<file path="src/hdl/pio_map.vh">
/*
 * Register indices, field positions and reset values of the programmable
 * I/O port block. Byte address on APB is four times the index.
 */
`ifndef PIO_MAP_VH
`define PIO_MAP_VH

// port data registers (index)
`define PIO_IDX_DATA0 10'h3E0
`define PIO_IDX_DATA1 10'h3E1
`define PIO_IDX_DATA2 10'h3E4
`define PIO_IDX_DATA3 10'h3E5
`define PIO_IDX_DATA4 10'h3E8
`define PIO_IDX_DATA5 10'h3E9
`define PIO_IDX_DATA6 10'h3EC
`define PIO_IDX_DATA7 10'h3ED
`define PIO_IDX_DATA8 10'h3F0
`define PIO_IDX_DATA9 10'h3F1
`define PIO_IDX_DATA10 10'h3F4

// port direction registers (index)
`define PIO_IDX_DIR0 10'h3E2
`define PIO_IDX_DIR1 10'h3E3
`define PIO_IDX_DIR2 10'h3E6
`define PIO_IDX_DIR3 10'h3E7
`define PIO_IDX_DIR4 10'h3EA
`define PIO_IDX_DIR5 10'h3EB
`define PIO_IDX_DIR6 10'h3EE
`define PIO_IDX_DIR7 10'h3EF
`define PIO_IDX_DIR8 10'h3F2
`define PIO_IDX_DIR9 10'h3F3
`define PIO_IDX_DIR10 10'h3F6

// pull-up select, port control, write protect (index)
`define PIO_IDX_PULLUP_A 10'h3FC
`define PIO_IDX_PULLUP_B 10'h3FD
`define PIO_IDX_PULLUP_C 10'h3FE
`define PIO_IDX_PORT_CTRL 10'h3FF
`define PIO_IDX_PROTECT 10'h00A

// register kinds returned by the decoder
`define PIO_KIND_DATA 3'h0
`define PIO_KIND_DIR 3'h1
`define PIO_KIND_PULLUP 3'h2
`define PIO_KIND_CTRL 3'h3
`define PIO_KIND_PROT 3'h4

// field positions
`define PIO_READBACK_BIT 0
`define PIO_DIR9_UNLOCK_BIT 2
`define PIO_NMI_LINE_BIT 5
`define PIO_NMI_PORT 8
`define PIO_EXP_MODE_BIT 0

// reset values
`define PIO_DIR_RESET 8'h00
`define PIO_PULLUP_RESET 8'h00
`define PIO_CTRL_RESET 8'h00
`define PIO_PROT_RESET 8'h00

// port 8 direction bits that exist
`define PIO_DIR8_IMPL 8'hDF
// lines that carry a pull-up at all
`define PIO_PULL_PRESENT 88'hFFFFDFFCFFFFFFFFFFFFFF
// pull-up groups that bus modes disconnect
`define PIO_PULL_BUS_OFF 22'h000DFF

`endif

</file>
<file path="src/hdl/pio_ports.v">
/*
 * Programmable I/O port block: eleven 8-bit ports (88 line slots) with
 * direction, port latch, grouped pull-up select, latch read-back control
 * and a protected port 9 direction register, reached over APB.
 * Assumes pins, peripheral outputs and mode inputs are synchronous to clk.
 */
`timescale 1ns/1ps
`include "pio_map.vh"

module pio_ports #(
    parameter NUM_PORTS = 11,
    // lines acting as bus-control pins in expansion/microprocessor modes
    parameter [8*NUM_PORTS-1:0] BUS_PIN_MASK = 88'h0000000000FFFFFFFFFFFF
) (
    // clock and reset
    input wire clk,
    input wire reset_n,
    // apb slave
    input wire psel,
    input wire penable,
    input wire pwrite,
    input wire [11:0] paddr,
    input wire [31:0] pwdata,
    output wire pready,
    output wire pslverr,
    output wire [31:0] prdata,
    // processor mode: 00 single-chip, 01 expansion, 11 microprocessor
    input wire [1:0] proc_mode,
    // pins
    input wire [8*NUM_PORTS-1:0] pin_in,
    output wire [8*NUM_PORTS-1:0] pin_out,
    output wire [8*NUM_PORTS-1:0] pin_oe_n,
    output wire [8*NUM_PORTS-1:0] pullup_en,
    // peripheral outputs claiming lines
    input wire [8*NUM_PORTS-1:0] periph_out_en,
    input wire [8*NUM_PORTS-1:0] periph_out
);

    localparam NLINES = 8 * NUM_PORTS;
    localparam NGROUPS = 2 * NUM_PORTS;

    // index -> {hit, kind[2:0], port[3:0]}
    function [7:0] reg_decode;
        input [9:0] idx;
        begin
            case (idx)
                `PIO_IDX_DATA0: reg_decode = {1'b1, `PIO_KIND_DATA, 4'h0};
                `PIO_IDX_DATA1: reg_decode = {1'b1, `PIO_KIND_DATA, 4'h1};
                `PIO_IDX_DATA2: reg_decode = {1'b1, `PIO_KIND_DATA, 4'h2};
                `PIO_IDX_DATA3: reg_decode = {1'b1, `PIO_KIND_DATA, 4'h3};
                `PIO_IDX_DATA4: reg_decode = {1'b1, `PIO_KIND_DATA, 4'h4};
                `PIO_IDX_DATA5: reg_decode = {1'b1, `PIO_KIND_DATA, 4'h5};
                `PIO_IDX_DATA6: reg_decode = {1'b1, `PIO_KIND_DATA, 4'h6};
                `PIO_IDX_DATA7: reg_decode = {1'b1, `PIO_KIND_DATA, 4'h7};
                `PIO_IDX_DATA8: reg_decode = {1'b1, `PIO_KIND_DATA, 4'h8};
                `PIO_IDX_DATA9: reg_decode = {1'b1, `PIO_KIND_DATA, 4'h9};
                `PIO_IDX_DATA10: reg_decode = {1'b1, `PIO_KIND_DATA, 4'hA};
                `PIO_IDX_DIR0: reg_decode = {1'b1, `PIO_KIND_DIR, 4'h0};
                `PIO_IDX_DIR1: reg_decode = {1'b1, `PIO_KIND_DIR, 4'h1};
                `PIO_IDX_DIR2: reg_decode = {1'b1, `PIO_KIND_DIR, 4'h2};
                `PIO_IDX_DIR3: reg_decode = {1'b1, `PIO_KIND_DIR, 4'h3};
                `PIO_IDX_DIR4: reg_decode = {1'b1, `PIO_KIND_DIR, 4'h4};
                `PIO_IDX_DIR5: reg_decode = {1'b1, `PIO_KIND_DIR, 4'h5};
                `PIO_IDX_DIR6: reg_decode = {1'b1, `PIO_KIND_DIR, 4'h6};
                `PIO_IDX_DIR7: reg_decode = {1'b1, `PIO_KIND_DIR, 4'h7};
                `PIO_IDX_DIR8: reg_decode = {1'b1, `PIO_KIND_DIR, 4'h8};
                `PIO_IDX_DIR9: reg_decode = {1'b1, `PIO_KIND_DIR, 4'h9};
                `PIO_IDX_DIR10: reg_decode = {1'b1, `PIO_KIND_DIR, 4'hA};
                `PIO_IDX_PULLUP_A:
                    reg_decode = {1'b1, `PIO_KIND_PULLUP, 4'h0};
                `PIO_IDX_PULLUP_B:
                    reg_decode = {1'b1, `PIO_KIND_PULLUP, 4'h1};
                `PIO_IDX_PULLUP_C:
                    reg_decode = {1'b1, `PIO_KIND_PULLUP, 4'h2};
                `PIO_IDX_PORT_CTRL:
                    reg_decode = {1'b1, `PIO_KIND_CTRL, 4'h0};
                `PIO_IDX_PROTECT:
                    reg_decode = {1'b1, `PIO_KIND_PROT, 4'h0};
                default: reg_decode = 8'h00;
            endcase
        end
    endfunction

    wire [7:0] dec = reg_decode(paddr[11:2]);
    wire hit = dec[7];
    wire [2:0] kind = dec[6:4];
    wire [3:0] sel_port = dec[3:0];
    wire wr_acc = psel & penable & pwrite & hit;
    wire rd_setup = psel & ~penable & ~pwrite;
    wire exp_mode = proc_mode[`PIO_EXP_MODE_BIT];
    wire [7:0] wdata = pwdata[7:0];

    reg [7:0] pullup_a_reg;
    reg [7:0] pullup_b_reg;
    reg [5:0] pullup_c_reg;
    reg [7:0] port_ctrl_reg;
    reg [7:0] write_protect_reg;
    reg [31:0] prdata_reg;

    wire [NLINES-1:0] dir_all;
    wire [NLINES-1:0] latch_all;
    wire [NLINES-1:0] read_all;
    wire [NGROUPS-1:0] pullup_all;
    wire latch_readback_select = port_ctrl_reg[`PIO_READBACK_BIT];
    wire dir9_write_unlock = write_protect_reg[`PIO_DIR9_UNLOCK_BIT];

    // zero wait states: read data was captured in the setup cycle
    assign pready = 1'b1;
    assign pslverr = psel & penable & ~hit;
    assign prdata = prdata_reg;

    genvar p;
    generate
        for (p = 0; p < NUM_PORTS; p = p + 1) begin : g_port
            reg [7:0] dir_reg;
            reg [7:0] latch_reg;
            reg written_reg;
            wire [7:0] locked;
            wire [7:0] impl;
            wire wr_dir;
            wire wr_data;
            wire [7:0] pins;
            // bus-control lines frozen only in the bus modes
            assign locked = exp_mode ? BUS_PIN_MASK[8*p +: 8] : 8'h00;
            assign impl = (p == `PIO_NMI_PORT) ? `PIO_DIR8_IMPL : 8'hFF;
            assign wr_data = wr_acc && kind == `PIO_KIND_DATA
                && sel_port == p;
            assign wr_dir = wr_acc && kind == `PIO_KIND_DIR
                && sel_port == p
                && (p != 9 || dir9_write_unlock);
            assign pins = pin_in[8*p +: 8];

            always @(posedge clk or negedge reset_n) begin
                if (!reset_n) begin
                    dir_reg <= `PIO_DIR_RESET;
                end else if (wr_dir) begin
                    dir_reg <= ((dir_reg & locked) | (wdata & ~locked))
                        & impl;
                end
            end

            // no reset on purpose: latch content is unknown until written
            always @(posedge clk) begin
                if (wr_data) begin
                    latch_reg <= (latch_reg & locked) | (wdata & ~locked);
                end
            end

            always @(posedge clk or negedge reset_n) begin
                if (!reset_n) begin
                    written_reg <= 1'b0;
                end else if (wr_data) begin
                    written_reg <= 1'b1;
                end
            end

            assign dir_all[8*p +: 8] = dir_reg;
            // unwritten latch drives pin_out low; port reads still use latch_reg as it is
            assign latch_all[8*p +: 8] = written_reg ? latch_reg : 8'h00;
            assign read_all[8*p +: 8] =
                (p == 1 && latch_readback_select) ? latch_reg
                : ((dir_reg & latch_reg) | (~dir_reg & pins));
        end
    endgenerate

    genvar b;
    generate
        for (b = 0; b < NLINES; b = b + 1) begin : g_line
            wire drive = periph_out_en[b] | dir_all[b];
            // line without a direction bit never drives
            wire real_line = (b != 8*`PIO_NMI_PORT + `PIO_NMI_LINE_BIT);
            assign pin_oe_n[b] = ~(drive & real_line);
            assign pin_out[b] = periph_out_en[b] ? periph_out[b]
                : latch_all[b];
        end
    endgenerate

    assign pullup_all = {pullup_c_reg, pullup_b_reg, pullup_a_reg};

    // sized copies so each group picks its own bits, no wide shifts
    localparam [NGROUPS-1:0] PULL_BUS_OFF = `PIO_PULL_BUS_OFF;
    localparam [NLINES-1:0] PULL_PRESENT = `PIO_PULL_PRESENT;

    genvar g;
    generate
        for (g = 0; g < NGROUPS; g = g + 1) begin : g_pull
            wire grp_on = pullup_all[g] & ~(exp_mode & PULL_BUS_OFF[g]);
            assign pullup_en[4*g +: 4] = {4{grp_on}} & ~dir_all[4*g +: 4]
                & PULL_PRESENT[4*g +: 4];
        end
    endgenerate

    // control registers
    always @(posedge clk or negedge reset_n) begin
        if (!reset_n) begin
            pullup_a_reg <= `PIO_PULLUP_RESET;
            pullup_b_reg <= `PIO_PULLUP_RESET;
            pullup_c_reg <= 6'h00;
            port_ctrl_reg <= `PIO_CTRL_RESET;
        end else if (wr_acc && kind == `PIO_KIND_PULLUP) begin
            case (sel_port)
                4'h0: pullup_a_reg <= wdata;
                4'h1: pullup_b_reg <= wdata;
                default: pullup_c_reg <= wdata[5:0];
            endcase
        end else if (wr_acc && kind == `PIO_KIND_CTRL) begin
            port_ctrl_reg <= wdata;
        end
    end

    // unlock lasts for exactly one following write of any register
    always @(posedge clk or negedge reset_n) begin
        if (!reset_n) begin
            write_protect_reg <= `PIO_PROT_RESET;
        end else if (wr_acc && kind == `PIO_KIND_PROT) begin
            write_protect_reg <= wdata;
        end else if (psel && penable && pwrite) begin
            write_protect_reg[`PIO_DIR9_UNLOCK_BIT] <= 1'b0;
        end
    end

    // read data sampled in the setup cycle so prdata comes from a flop
    reg [7:0] rd_mux;
    always @* begin
        rd_mux = 8'h00;
        case (kind)
            `PIO_KIND_DATA: rd_mux = read_all[8*sel_port +: 8];
            `PIO_KIND_DIR: rd_mux = dir_all[8*sel_port +: 8];
            `PIO_KIND_PULLUP: begin
                case (sel_port)
                    4'h0: rd_mux = pullup_a_reg;
                    4'h1: rd_mux = pullup_b_reg;
                    default: rd_mux = {2'b00, pullup_c_reg};
                endcase
            end
            `PIO_KIND_CTRL: rd_mux = port_ctrl_reg;
            `PIO_KIND_PROT: rd_mux = write_protect_reg;
            default: rd_mux = 8'h00;
        endcase
        if (!hit || sel_port >= NUM_PORTS) begin
            rd_mux = 8'h00;
        end
    end

    always @(posedge clk or negedge reset_n) begin
        if (!reset_n) begin
            prdata_reg <= 32'h00000000;
        end else if (rd_setup) begin
            prdata_reg <= {24'h000000, rd_mux};
        end
    end

endmodule // pio_ports

</file>
<file path="config.mk">
export PLATFORM = sky130hd
export DESIGN_NAME = pio_ports
export DESIGN_NICKNAME = d
export VERILOG_FILES = /design/src/hdl/pio_ports.v
export VERILOG_INCLUDE_DIRS = /design/src /design/src/hdl
export SDC_FILE = /design/constraint.sdc
export NUM_CORES = 1
export LEC_CHECK = 0
export BUFFER_PORTS_ARGS = -buffer_cell sky130_fd_sc_hd__buf_4
export CORE_AREA = 10 10 232 234
export CTS_CLUSTER_DIAMETER = 50
export CTS_CLUSTER_SIZE = 16
export DETAILED_ROUTE_END_ITERATION = 12
export DIE_AREA = 0 0 242 244
export GPL_ROUTABILITY_DRIVEN = 0
export HOLD_SLACK_MARGIN = 0.05
export SETUP_SLACK_MARGIN = 0.05
export SLEW_MARGIN = 20
export SYNTH_ARGS = -nofsm -noshare
export SYNTH_HDL_FRONTEND = slang
export SYNTH_SLANG_ARGS = --single-unit
</file>
<file path="constraint.sdc">
create_clock -name clk -period 2.3 [get_ports clk]
set_clock_uncertainty 0.1 [all_clocks]
set_input_delay 0.345 -clock clk [delete_from_list [all_inputs] [get_ports clk]]
set_output_delay 0.345 -clock clk [all_outputs]
set_load 0.05 [all_outputs]
</file>
== Word-level counts from Yosys, hierarchy flattened ==
Cells that the tools add are included.
Storage, ports and cells
  flip-flop bits (word level): 232
  bits of input ports: 315
  output and inout port bits: 298
  logic and storage cells: 542
Cells by class
  order comparisons: 1
  equal/unequal tests: 41
  shift-type cells: 2
  muxes and demuxes: 107
  bitwise gates (word level): 311
  reduce and logical (&&, ||, !) cells: 40
Operators with widths (count)
  8-bit AND: 35
  10-bit == test, second input constant: 26
  8-bit one-hot mux with 27 select lines: 1
  8-bit OR: 23
  88-bit by 8-bit variable part select with 8-bit output: 2
  8-bit 2-to-1 mux: 14
  8-bit inverter: 12
  1-bit inverter: 93
  1-bit 2-to-1 mux: 90
  4-bit AND: 22
  4-bit inverter: 22
  1-bit OR: 87
  8-bit one-hot mux with 5 select lines: 1
  1-bit logical AND: 30
  1-bit AND: 17
  4-bit by 3-bit == test with 1-bit output, second input constant: 4
  8-bit one-hot mux with 2 select lines: 1
  4-bit == test, second input constant: 3
  10-bit by 4-bit == test with 1-bit output, second input constant: 1
  4-bit by 2-bit == test with 1-bit output, second input constant: 2
  2-bit AND reduction: 4
  3-bit by 2-bit == test with 1-bit output, second input constant: 2
  4-bit by 1-bit == test with 1-bit output, second input constant: 1
  4-bit >= comparator, second input constant: 1
  8 further kinds: 8

== Depth between registers and ports, before layout ==
Gate-level depths: netlist of the first run.
  word-level depth: 7
  gate-level depth with buffers: 10
  mapped depth without buffers: 7

== Worst setup path after synthesis of the first run ==
OpenSTA, ideal clock, no wires.
  kind: input to register
  start: in paddr[8]
  end: reg (tool-made name)
  data arrival time: 2.323 ns
  path slack: -0.492 ns
  stages: 9
  path buffers: 2
  cell sequence: buf_2 or4_4 nor3_2 o21ai_2 nand2_2 nand4_1 or2_1 buf_2 nor3_2
RTL lines
  start, declared: line pio_ports.v:22  | input wire [11:0] paddr,

== Final worst setup path of the first run ==
  start: in paddr[7]
  end: out pslverr
Between the ends
  cells in the longest elaborated chain, start to end: 4
Ends and longest elaborated chain
  10-bit by 4-bit == test with 1-bit output or 10-bit == test (tied branches): line pio_ports.v:46  | case (idx)
  8-bit one-hot mux with 27 select lines *: line pio_ports.v:46
  1-bit inverter *: line pio_ports.v:109  | assign pslverr = psel & penable & ~hit;
  1-bit AND *: line pio_ports.v:109
  end, declared: line pio_ports.v:25  | output wire pslverr,
Every way passes the cells marked *; elsewhere a longest branch is shown, timed or not.

==> impl_metrics.py, run 1 <==
metrics = {
    "final_layout": {
        "fillCellCount": 4996,
        "drive_above_1_share_pct": 45.0,
        "area_growth_syn_to_layout_pct": 55.7,
        "nets": 2406,
    },
    "critical_path": {
        "r2r-end": "prdata[1]$_DFFE_PN0P_",
        "reg2regPathDepth": 6,
        "worstPathArrival_ps": 1760,
        "crit_top_cell": "buf_4",
        "crit_path_start": "paddr[7]",
        "reg2reg_from": "port_ctrl_reg[0]$_DFFE_PN0P_",
        "cp.required_ps": 1860,
        "cp_cell_sequence": "buf_4 > or4b_4 > nor3_4 > o21ai_2 > nand2_2 > buf_4 > nor2_4 > buf_6",
        "crit_fanout": 3,
        "startpoint_type": "input port",
        "max_stage_delay_ps": 550,
        "critPathKind": "input port to output port",
        "r2r_setup_slack_ps": 280,
        "critPathCaptureType": "output port",
        "crit_path_top_delay_cell": "or4b_4",
    },
    "yosys": {
        "synthCells": 1413,
        "synth_most_common_cell": "nor2_1",
        "ys_async_sr_fraction_pct": 62.1,
        "synth-seq-cells": 232,
        "synth_area_leaders": "dfrtp_1 (28%), edfxtp_1 (20%), mux2_2 (11%), nor2_1 (6.5%), nand2_1 (5.8%)",
        "ys_seq_area_share_pct": 47.8,
        "yosys.cell_types.count": 77,
        "netlist_area_sq_um": 13100,
        "yosys.area.top_type": "dfrtp_1",
        "ys.flop_type": "dfrtp_1",
        "synth_edf_count": 88,
        "yosys_warnings": 0,
        "avgSynthCellArea_sq_um": 9.25,
        "yosysTopAreaCellShare_pct": 27.6,
        "synth_common_cells": "nor2_1 (228), nand2_1 (202), dfrtp_1 (144)",
    },
    "run": {
        "drv_cap": 0,
    },
    "routing": {
        "wl_per_cell_um": 25.1,
        "routed_wl_mm": 70.0,
        "drt_iter0_markers": 1277,
        "dr.pass1.iters": 6,
        "ant_nets": 0,
        "vias": 14100,
        "drc_errors": 0,
        "routed_via_density": 5.05,
    },
    "power": {
        "vdd_drop_max_mv": 0.582,
        "p_per_area_nw_per_um2": 560,
        "p_total_mw": 11.4,
        "p_leak_nw": 9.53,
    },
    "min_path": {
        "hold_depth": 1,
        "worstHoldStart": "pwdata[3]",
        "hp-class": "input port to register",
        "hold_end": "g_port[9].latch_reg[3]$_DFFE_PP_",
    },
    "grt": {
        "grt_first_pass_wirelength_mm": 99.7,
        "first_global_vias": 14500,
        "antenna_found_initial": 9,
        "grt-ovfl-total": 0,
        "grtUsageTotal_pct": 22.2,
        "grt_max_degree": 51,
    },
    "floorplan": {
        "initial_core_util_pct": 26.4,
        "die_area_sq_um": 59000,
        "ios": 613,
        "die_h_um": 244,
        "rows": 82,
        "coreArea_sq_um": 49500,
        "fp.dieW_um": 242,
    },
    "cts": {
        "cts_root_buf": "clkbuf_16",
        "cts.clk_slew.worst_paths_ps": 70,
        "cts_buffer_depth": 3,
        "clk_latency_ps": 560,
        "cts_tree": "yes",
        "postCtsSetupRepairBufs": 0,
        "htreeDepth": 1,
        "numCtsBuffers": 29,
        "cts.sinks": 232,
    },
    "timing": {
        "hold_viol": 0,
        "slew_viol_final": 0,
        "fmax_mhz": 453,
        "hold_slack_ps": 147,
        "rsz0062_at_grt": "yes",
        "fin_ws_ps": 90.2,
        "min_period_ps": 2210,
        "worstMarginPinSlew_ps": 629,
        "setup_viol": 0,
        "timing.slew.headroom_pct": 57.8,
        "fin_crit_sh_pct": 96.1,
    },
    "run_status": {
        "status": "complete, no violations",
    },
    "placed_design": {
        "port_buffers": 556,
        "hpwl_mm": 55.8,
        "dp_slack_ps": -679,
    },
}
[layer usage]
layer	vias to the layer above	routed length, um	global-route usage [%]
li1	6345	-	-
met4	8	1490	5.23
met1	6980	27400	26.6
met2	673	35200	39.6
met3	76	5870	5.30
met5	-	66	0
[worst max path at each step]
stage	to	slack (ps)	cells past startpoint
4_1_cts	pin_out[65]	50	3
5_1_grt	prdata[2]$_DFFE_PN0P_	20	10
6_report	pslverr	90	8
3_5_place_dp	prdata[3]$_DFFE_PN0P_	-680	12
2_1_floorplan	register	-220	8
3_3_place_gp	prdata[3]$_DFFE_PN0P_	-650	12
[cell type report]
type | count | area [sq um] | area share [%]
clock buffers | 31 | 753 | 3.70
diodes | 4 | 10.0 | 0.0492
multi-input cells | 1113 | 6590 | 32.4
repair buffers | 710 | 5620 | 27.6
clock inverters | 23 | 265 | 1.30
well taps | 672 | 841 | 4.13
inverters | 5 | 18.8 | 0.0922
flip-flops and latches | 232 | 6250 | 30.7
[worst max-delay path: cells and delay by family]
kind / cells / cell delay [ps]
and+or+nand+nor: 4 / 880
buffers and inverters: 3 / 420
AOI/OAI and AO/OA: 1 / 100
[stage by stage]
| step | instances | setup TNS [ps] | instance area, sq um | util (%) |
|---|---|---|---|---|
| after detailed placement | 2731 | -68900 | 19200 | 38.9 |
| after global placement | 2731 | -66440 | 19200 | 38.9 |
| after CTS | 2786 | 0 | 20300 | 41.0 |
| after global routing | 2787 | 0 | 20300 | 41.1 |
| final | 2790 | 0 | 20400 | 41.2 |
| after floorplan | 1440 | -6650 | 13300 | - |
[layout by cell type, fill, tap and decap left out, types with 6 or more instances in the layout]
master	instances
or3_1	6
nand2_1	201
nand2b_1	11
clkbuf_16	29
nand3b_1	17
a222oi_1	8
buf_12	22
edfxtp_1	88
buf_4	684
nor2b_1	43
o211ai_1	11
o21ai_0	126
dfrtp_1	139
nor2_4	13
conb_1	29
nor2_1	217
o22ai_1	16
nor3_1	20
or2_2	7
mux2_2	124
o221ai_1	7
a21oi_1	131
nand3_1	8
inv_6	7
nor3b_1	9
nor2_2	7
[report_power, final]
part / total (mW) / switching (mW) / leakage (nW) / internal [mW]
Combinational: 2.22 / 1.44 / 6.25 / 0.773
Sequential: 4.36 / 0.0357 / 2.77 / 4.32
Clock: 4.82 / 2.02 / 0.501 / 2.79
Total: 11.4 / 3.50 / 9.53 / 7.89
[repair_timing]
item | 4_1_cts | 5_1_grt
endpoints found under the hold margin | 46 | 0
setup endpoints to repair | 8 | 13
gates cloned | 0 | 0
pin swaps | 0 | 5
gates resized for setup | 7 | 17
hold buffers | 1 | 0
[cells by family after synthesis]
group,synth area share [%]
AO/OA/AOI/OAI,16.4
flip-flops,47.8
other,0.0574
buffers and inverters,3.83
XOR/XNOR,0.0670
AND/OR/NAND/NOR,21.0
multiplexers,10.9
No activity file was read; power rests on OpenSTA's default activity.
==> run 2, diff against run 1 <==
--- a/config.mk
+++ b/config.mk
@@ -6,12 +6,13 @@
 export SDC_FILE = /design/constraint.sdc
 export NUM_CORES = 1
 export LEC_CHECK = 0
+export ABC_AREA = 1
 export BUFFER_PORTS_ARGS = -buffer_cell sky130_fd_sc_hd__buf_4
-export CORE_AREA = 10 10 232 234
+export CORE_AREA = 10 10 228 230
 export CTS_CLUSTER_DIAMETER = 50
 export CTS_CLUSTER_SIZE = 16
 export DETAILED_ROUTE_END_ITERATION = 12
-export DIE_AREA = 0 0 242 244
+export DIE_AREA = 0 0 238 240
 export GPL_ROUTABILITY_DRIVEN = 0
 export HOLD_SLACK_MARGIN = 0.05
 export SETUP_SLACK_MARGIN = 0.05
==> run 2 against run 1 <==
The flow now finishes with violations (setup timing). Routed wire length increased by 5.4%. First-iteration DRC count shrank 8.6%. Power is 3.3% higher. Highest routed layer unchanged. Sequential power fell by 1%. Largest cell class unchanged. Sequential share of layout area down 2.1 points. Setup slack got worse by 130 ps.
==> impl_metrics.py, run 2 <==
metrics = {
    "run_status": {
        "status": "finished, violations left",
        "violations": "setup timing",
    },
    "critical_path": {
        "critPathKind": "input port to output port",
        "startpoint_type": "input port",
        "cp.required_ps": 1860,
        "crit_fanout": 6,
        "critical-path-top-delay-family": "simple AND/OR/NAND/NOR gates",
        "critPathCaptureType": "output port",
        "worst-path-buf-inv": 5,
        "worstPathArrival_ps": 1900,
        "crit_path_top_delay_cell": "nor3_4",
        "crit_top_cell": "buf_6",
        "r2r_setup_slack_ps": 270,
        "cp_cell_sequence": "buf_4 > nand2_4 > nor2_8 > buf_6 > nand3_4 > nand2_4 > buf_6 > nor2_4 > nand3_4 > nor3_4 > buf_6 > and3_4 > buf_8",
        "max_stage_delay_ps": 220,
    },
    "routing": {
        "routed_via_density": 4.95,
        "wl_per_cell_um": 22.6,
        "routed_wl_mm": 73.8,
        "dr.pass1.iters": 5,
        "drt_iter0_markers": 1167,
        "ant_nets": 0,
        "drc_errors": 0,
        "vias": 16100,
    },
    "yosys": {
        "yosysTopAreaCellShare_pct": 25.4,
        "ys_seq_area_share_pct": 44.1,
        "synthCells": 1927,
        "avgSynthCellArea_sq_um": 7.35,
        "netlist_area_sq_um": 14200,
        "synth_common_cells": "nand2_1 (700), nor2_1 (237), o21ai_0 (204)",
        "yosys.cell_types.count": 44,
        "yosys.area.top_type": "dfrtp_1",
        "ys.flop_type": "dfrtp_1",
        "synth_area_leaders": "dfrtp_1 (25%), edfxtp_1 (19%), nand2_1 (19%), o21ai_0 (7.2%), nor2_1 (6.3%)",
        "synth-seq-cells": 232,
        "synth_edf_count": 88,
        "synth_most_common_cell": "nand2_1",
        "yosys_warnings": 0,
        "ys_async_sr_fraction_pct": 62.1,
    },
    "cts": {
        "numCtsBuffers": 31,
        "cts.clk_slew.worst_paths_ps": 70,
        "cts_root_buf": "clkbuf_16",
        "htreeDepth": 1,
        "clk_latency_ps": 600,
        "cts_tree": "yes",
        "cts_buffer_depth": 3,
        "cts.sinks": 232,
    },
    "final_layout": {
        "area_growth_syn_to_layout_pct": 53.8,
        "finalInstanceArea_sq_um": 21800,
        "layout_commonest_cell": "nand2_1",
        "drive_above_1_share_pct": 34.8,
        "nets": 2933,
        "final_cell_mix": "nand2_1 (690), buf_4 (678), nor2_1 (226), o21ai_0 (184), dfrtp_1 (143)",
    },
    "placed_design": {
        "port_buffers": 556,
        "dpl-instance-area_sq_um": 20400,
        "hpwl_mm": 58.4,
    },
    "grt": {
        "antenna_found_initial": 2,
        "first_global_vias": 16500,
        "grtUsageTotal_pct": 24.5,
        "grt-ovfl-total": 0,
        "grt_first_pass_wirelength_mm": 106,
        "grt_max_degree": 63,
    },
    "timing": {
        "slew_viol_final": 0,
        "worstMarginPinSlew_ps": 965,
        "setup_viol": 2,
        "hold_viol": 0,
        "fin_crit_sh_pct": 102,
        "min_period_ps": 2340,
        "rsz0062_at_grt": "yes",
        "fin_setup_tns_ps": -44.6,
        "fmax_mhz": 427,
        "timing.slew.headroom_pct": 35.6,
        "fin_ws_ps": -41.3,
    },
    "floorplan": {
        "die_h_um": 240,
        "rows": 80,
        "die_area_sq_um": 57100,
        "fp.dieW_um": 238,
        "ios": 613,
        "initial_core_util_pct": 29.9,
        "coreArea_sq_um": 47300,
    },
    "power": {
        "p_per_area_nw_per_um2": 540,
        "p_leak_nw": 10.9,
        "vdd_drop_max_mv": 0.574,
    },
    "min_path": {
        "hp-class": "input port to register",
    },
    "run": {
        "drv_cap": 0,
    },
}
[run 2: cell families (layout without fill, tap and decap cells)]
family	Yosys count	in the layout	synth area share, %
DFF	232	232	44.1
AOI/OAI and AO/OA	353	353	14.4
and+or+nand+nor	1065	1065	31.1
buffers and inverters	246	935	8.11
muxes	29	29	2.25
other	2	30	0.0530
[run 2: worst register-to-register path: stages, from the launching register on]
cell and delay [ps]:
dfrtp_1 500, nor2_1 200, mux2i_1 210, nand2_1 60, o21ai_0 140, nand2_1 90, nand2_1 70, nand2_1 50
nand2_1 130, nand2_1 110, nand3_1 100, nand2_1 50, nand2_1 60, nand2_1 50
[run 2: stage by stage]
stage	instances	worst slack [ps]	power [mW]	hold slack, ps	util (%)
finish	3259	-41.3	11.8	94.6	46.0
global route	3258	-117	12.2	65.8	46.0
CTS	3250	-86.9	11.9	63.8	45.5
detailed placement	3187	-669	6.78	305	43.0
global placement	3187	-645	6.77	301	43.0
floorplan	1954	-218	5.65	-50.6	-
[run 2: final cells by class]
class,instances,area [sq um]
clock inverter,27,304
fill,4732,25600
tap,615,769
clock buffer,31,776
inverter,157,632
sequential,232,6250
timing repair buffer,720,5820
antenna,1,2.50
multi-input combinational,1476,7250
[run 2: report_power, final]
| part | internal, mW | switching [mW] |
|---|---|---|
| sequential | 4.30 | 0.00824 |
| clock | 2.74 | 2.30 |
| combinational | 0.820 | 1.60 |
[run 2: final timing paths]
| path | from | to | cells past startpoint |
|---|---|---|---|
| max | paddr[7] | pslverr | 13 |
| min | pwdata[5] | g_port[8].latch_reg[5]$_DFFE_PP_ | 1 |
| max reg2reg | port_ctrl_reg[0]$_DFFE_PN0P_ | prdata[1]$_DFFE_PN0P_ | 13 |
| min reg2reg | port_ctrl_reg[3]$_DFFE_PN0P_ | port_ctrl_reg[3]$_DFFE_PN0P_ | 2 |
| max in group asynchronous | reset_n | g_port[9].dir_reg[1]$_DFFE_PN0P_ | 3 |
| min in group asynchronous | reset_n | asynchronous set/reset pin | 2 |
[run 2: what timing repair did]
action | in CTS | in global routing
gates resized for setup | 17 | 54
hold endpoints to repair | 71 | 0
setup buffers | 2 | 7
endpoints found under the setup margin | 26 | 25
pin swaps | 3 | 13
gates cloned | 0 | 1
hold buffers | 3 | 0
[run 2: per-layer routing]
layer  share of wire [%]  up-vias  wire (um)  track usage [%]
met1                  38     7708      28100             28.3
met3                 7.4       84       5490             5.05
met2                  52      718      38500             45.6
met5               0.018        -         13                0
met4                 2.3        2       1680             5.57
li1                    -     7632          -                -
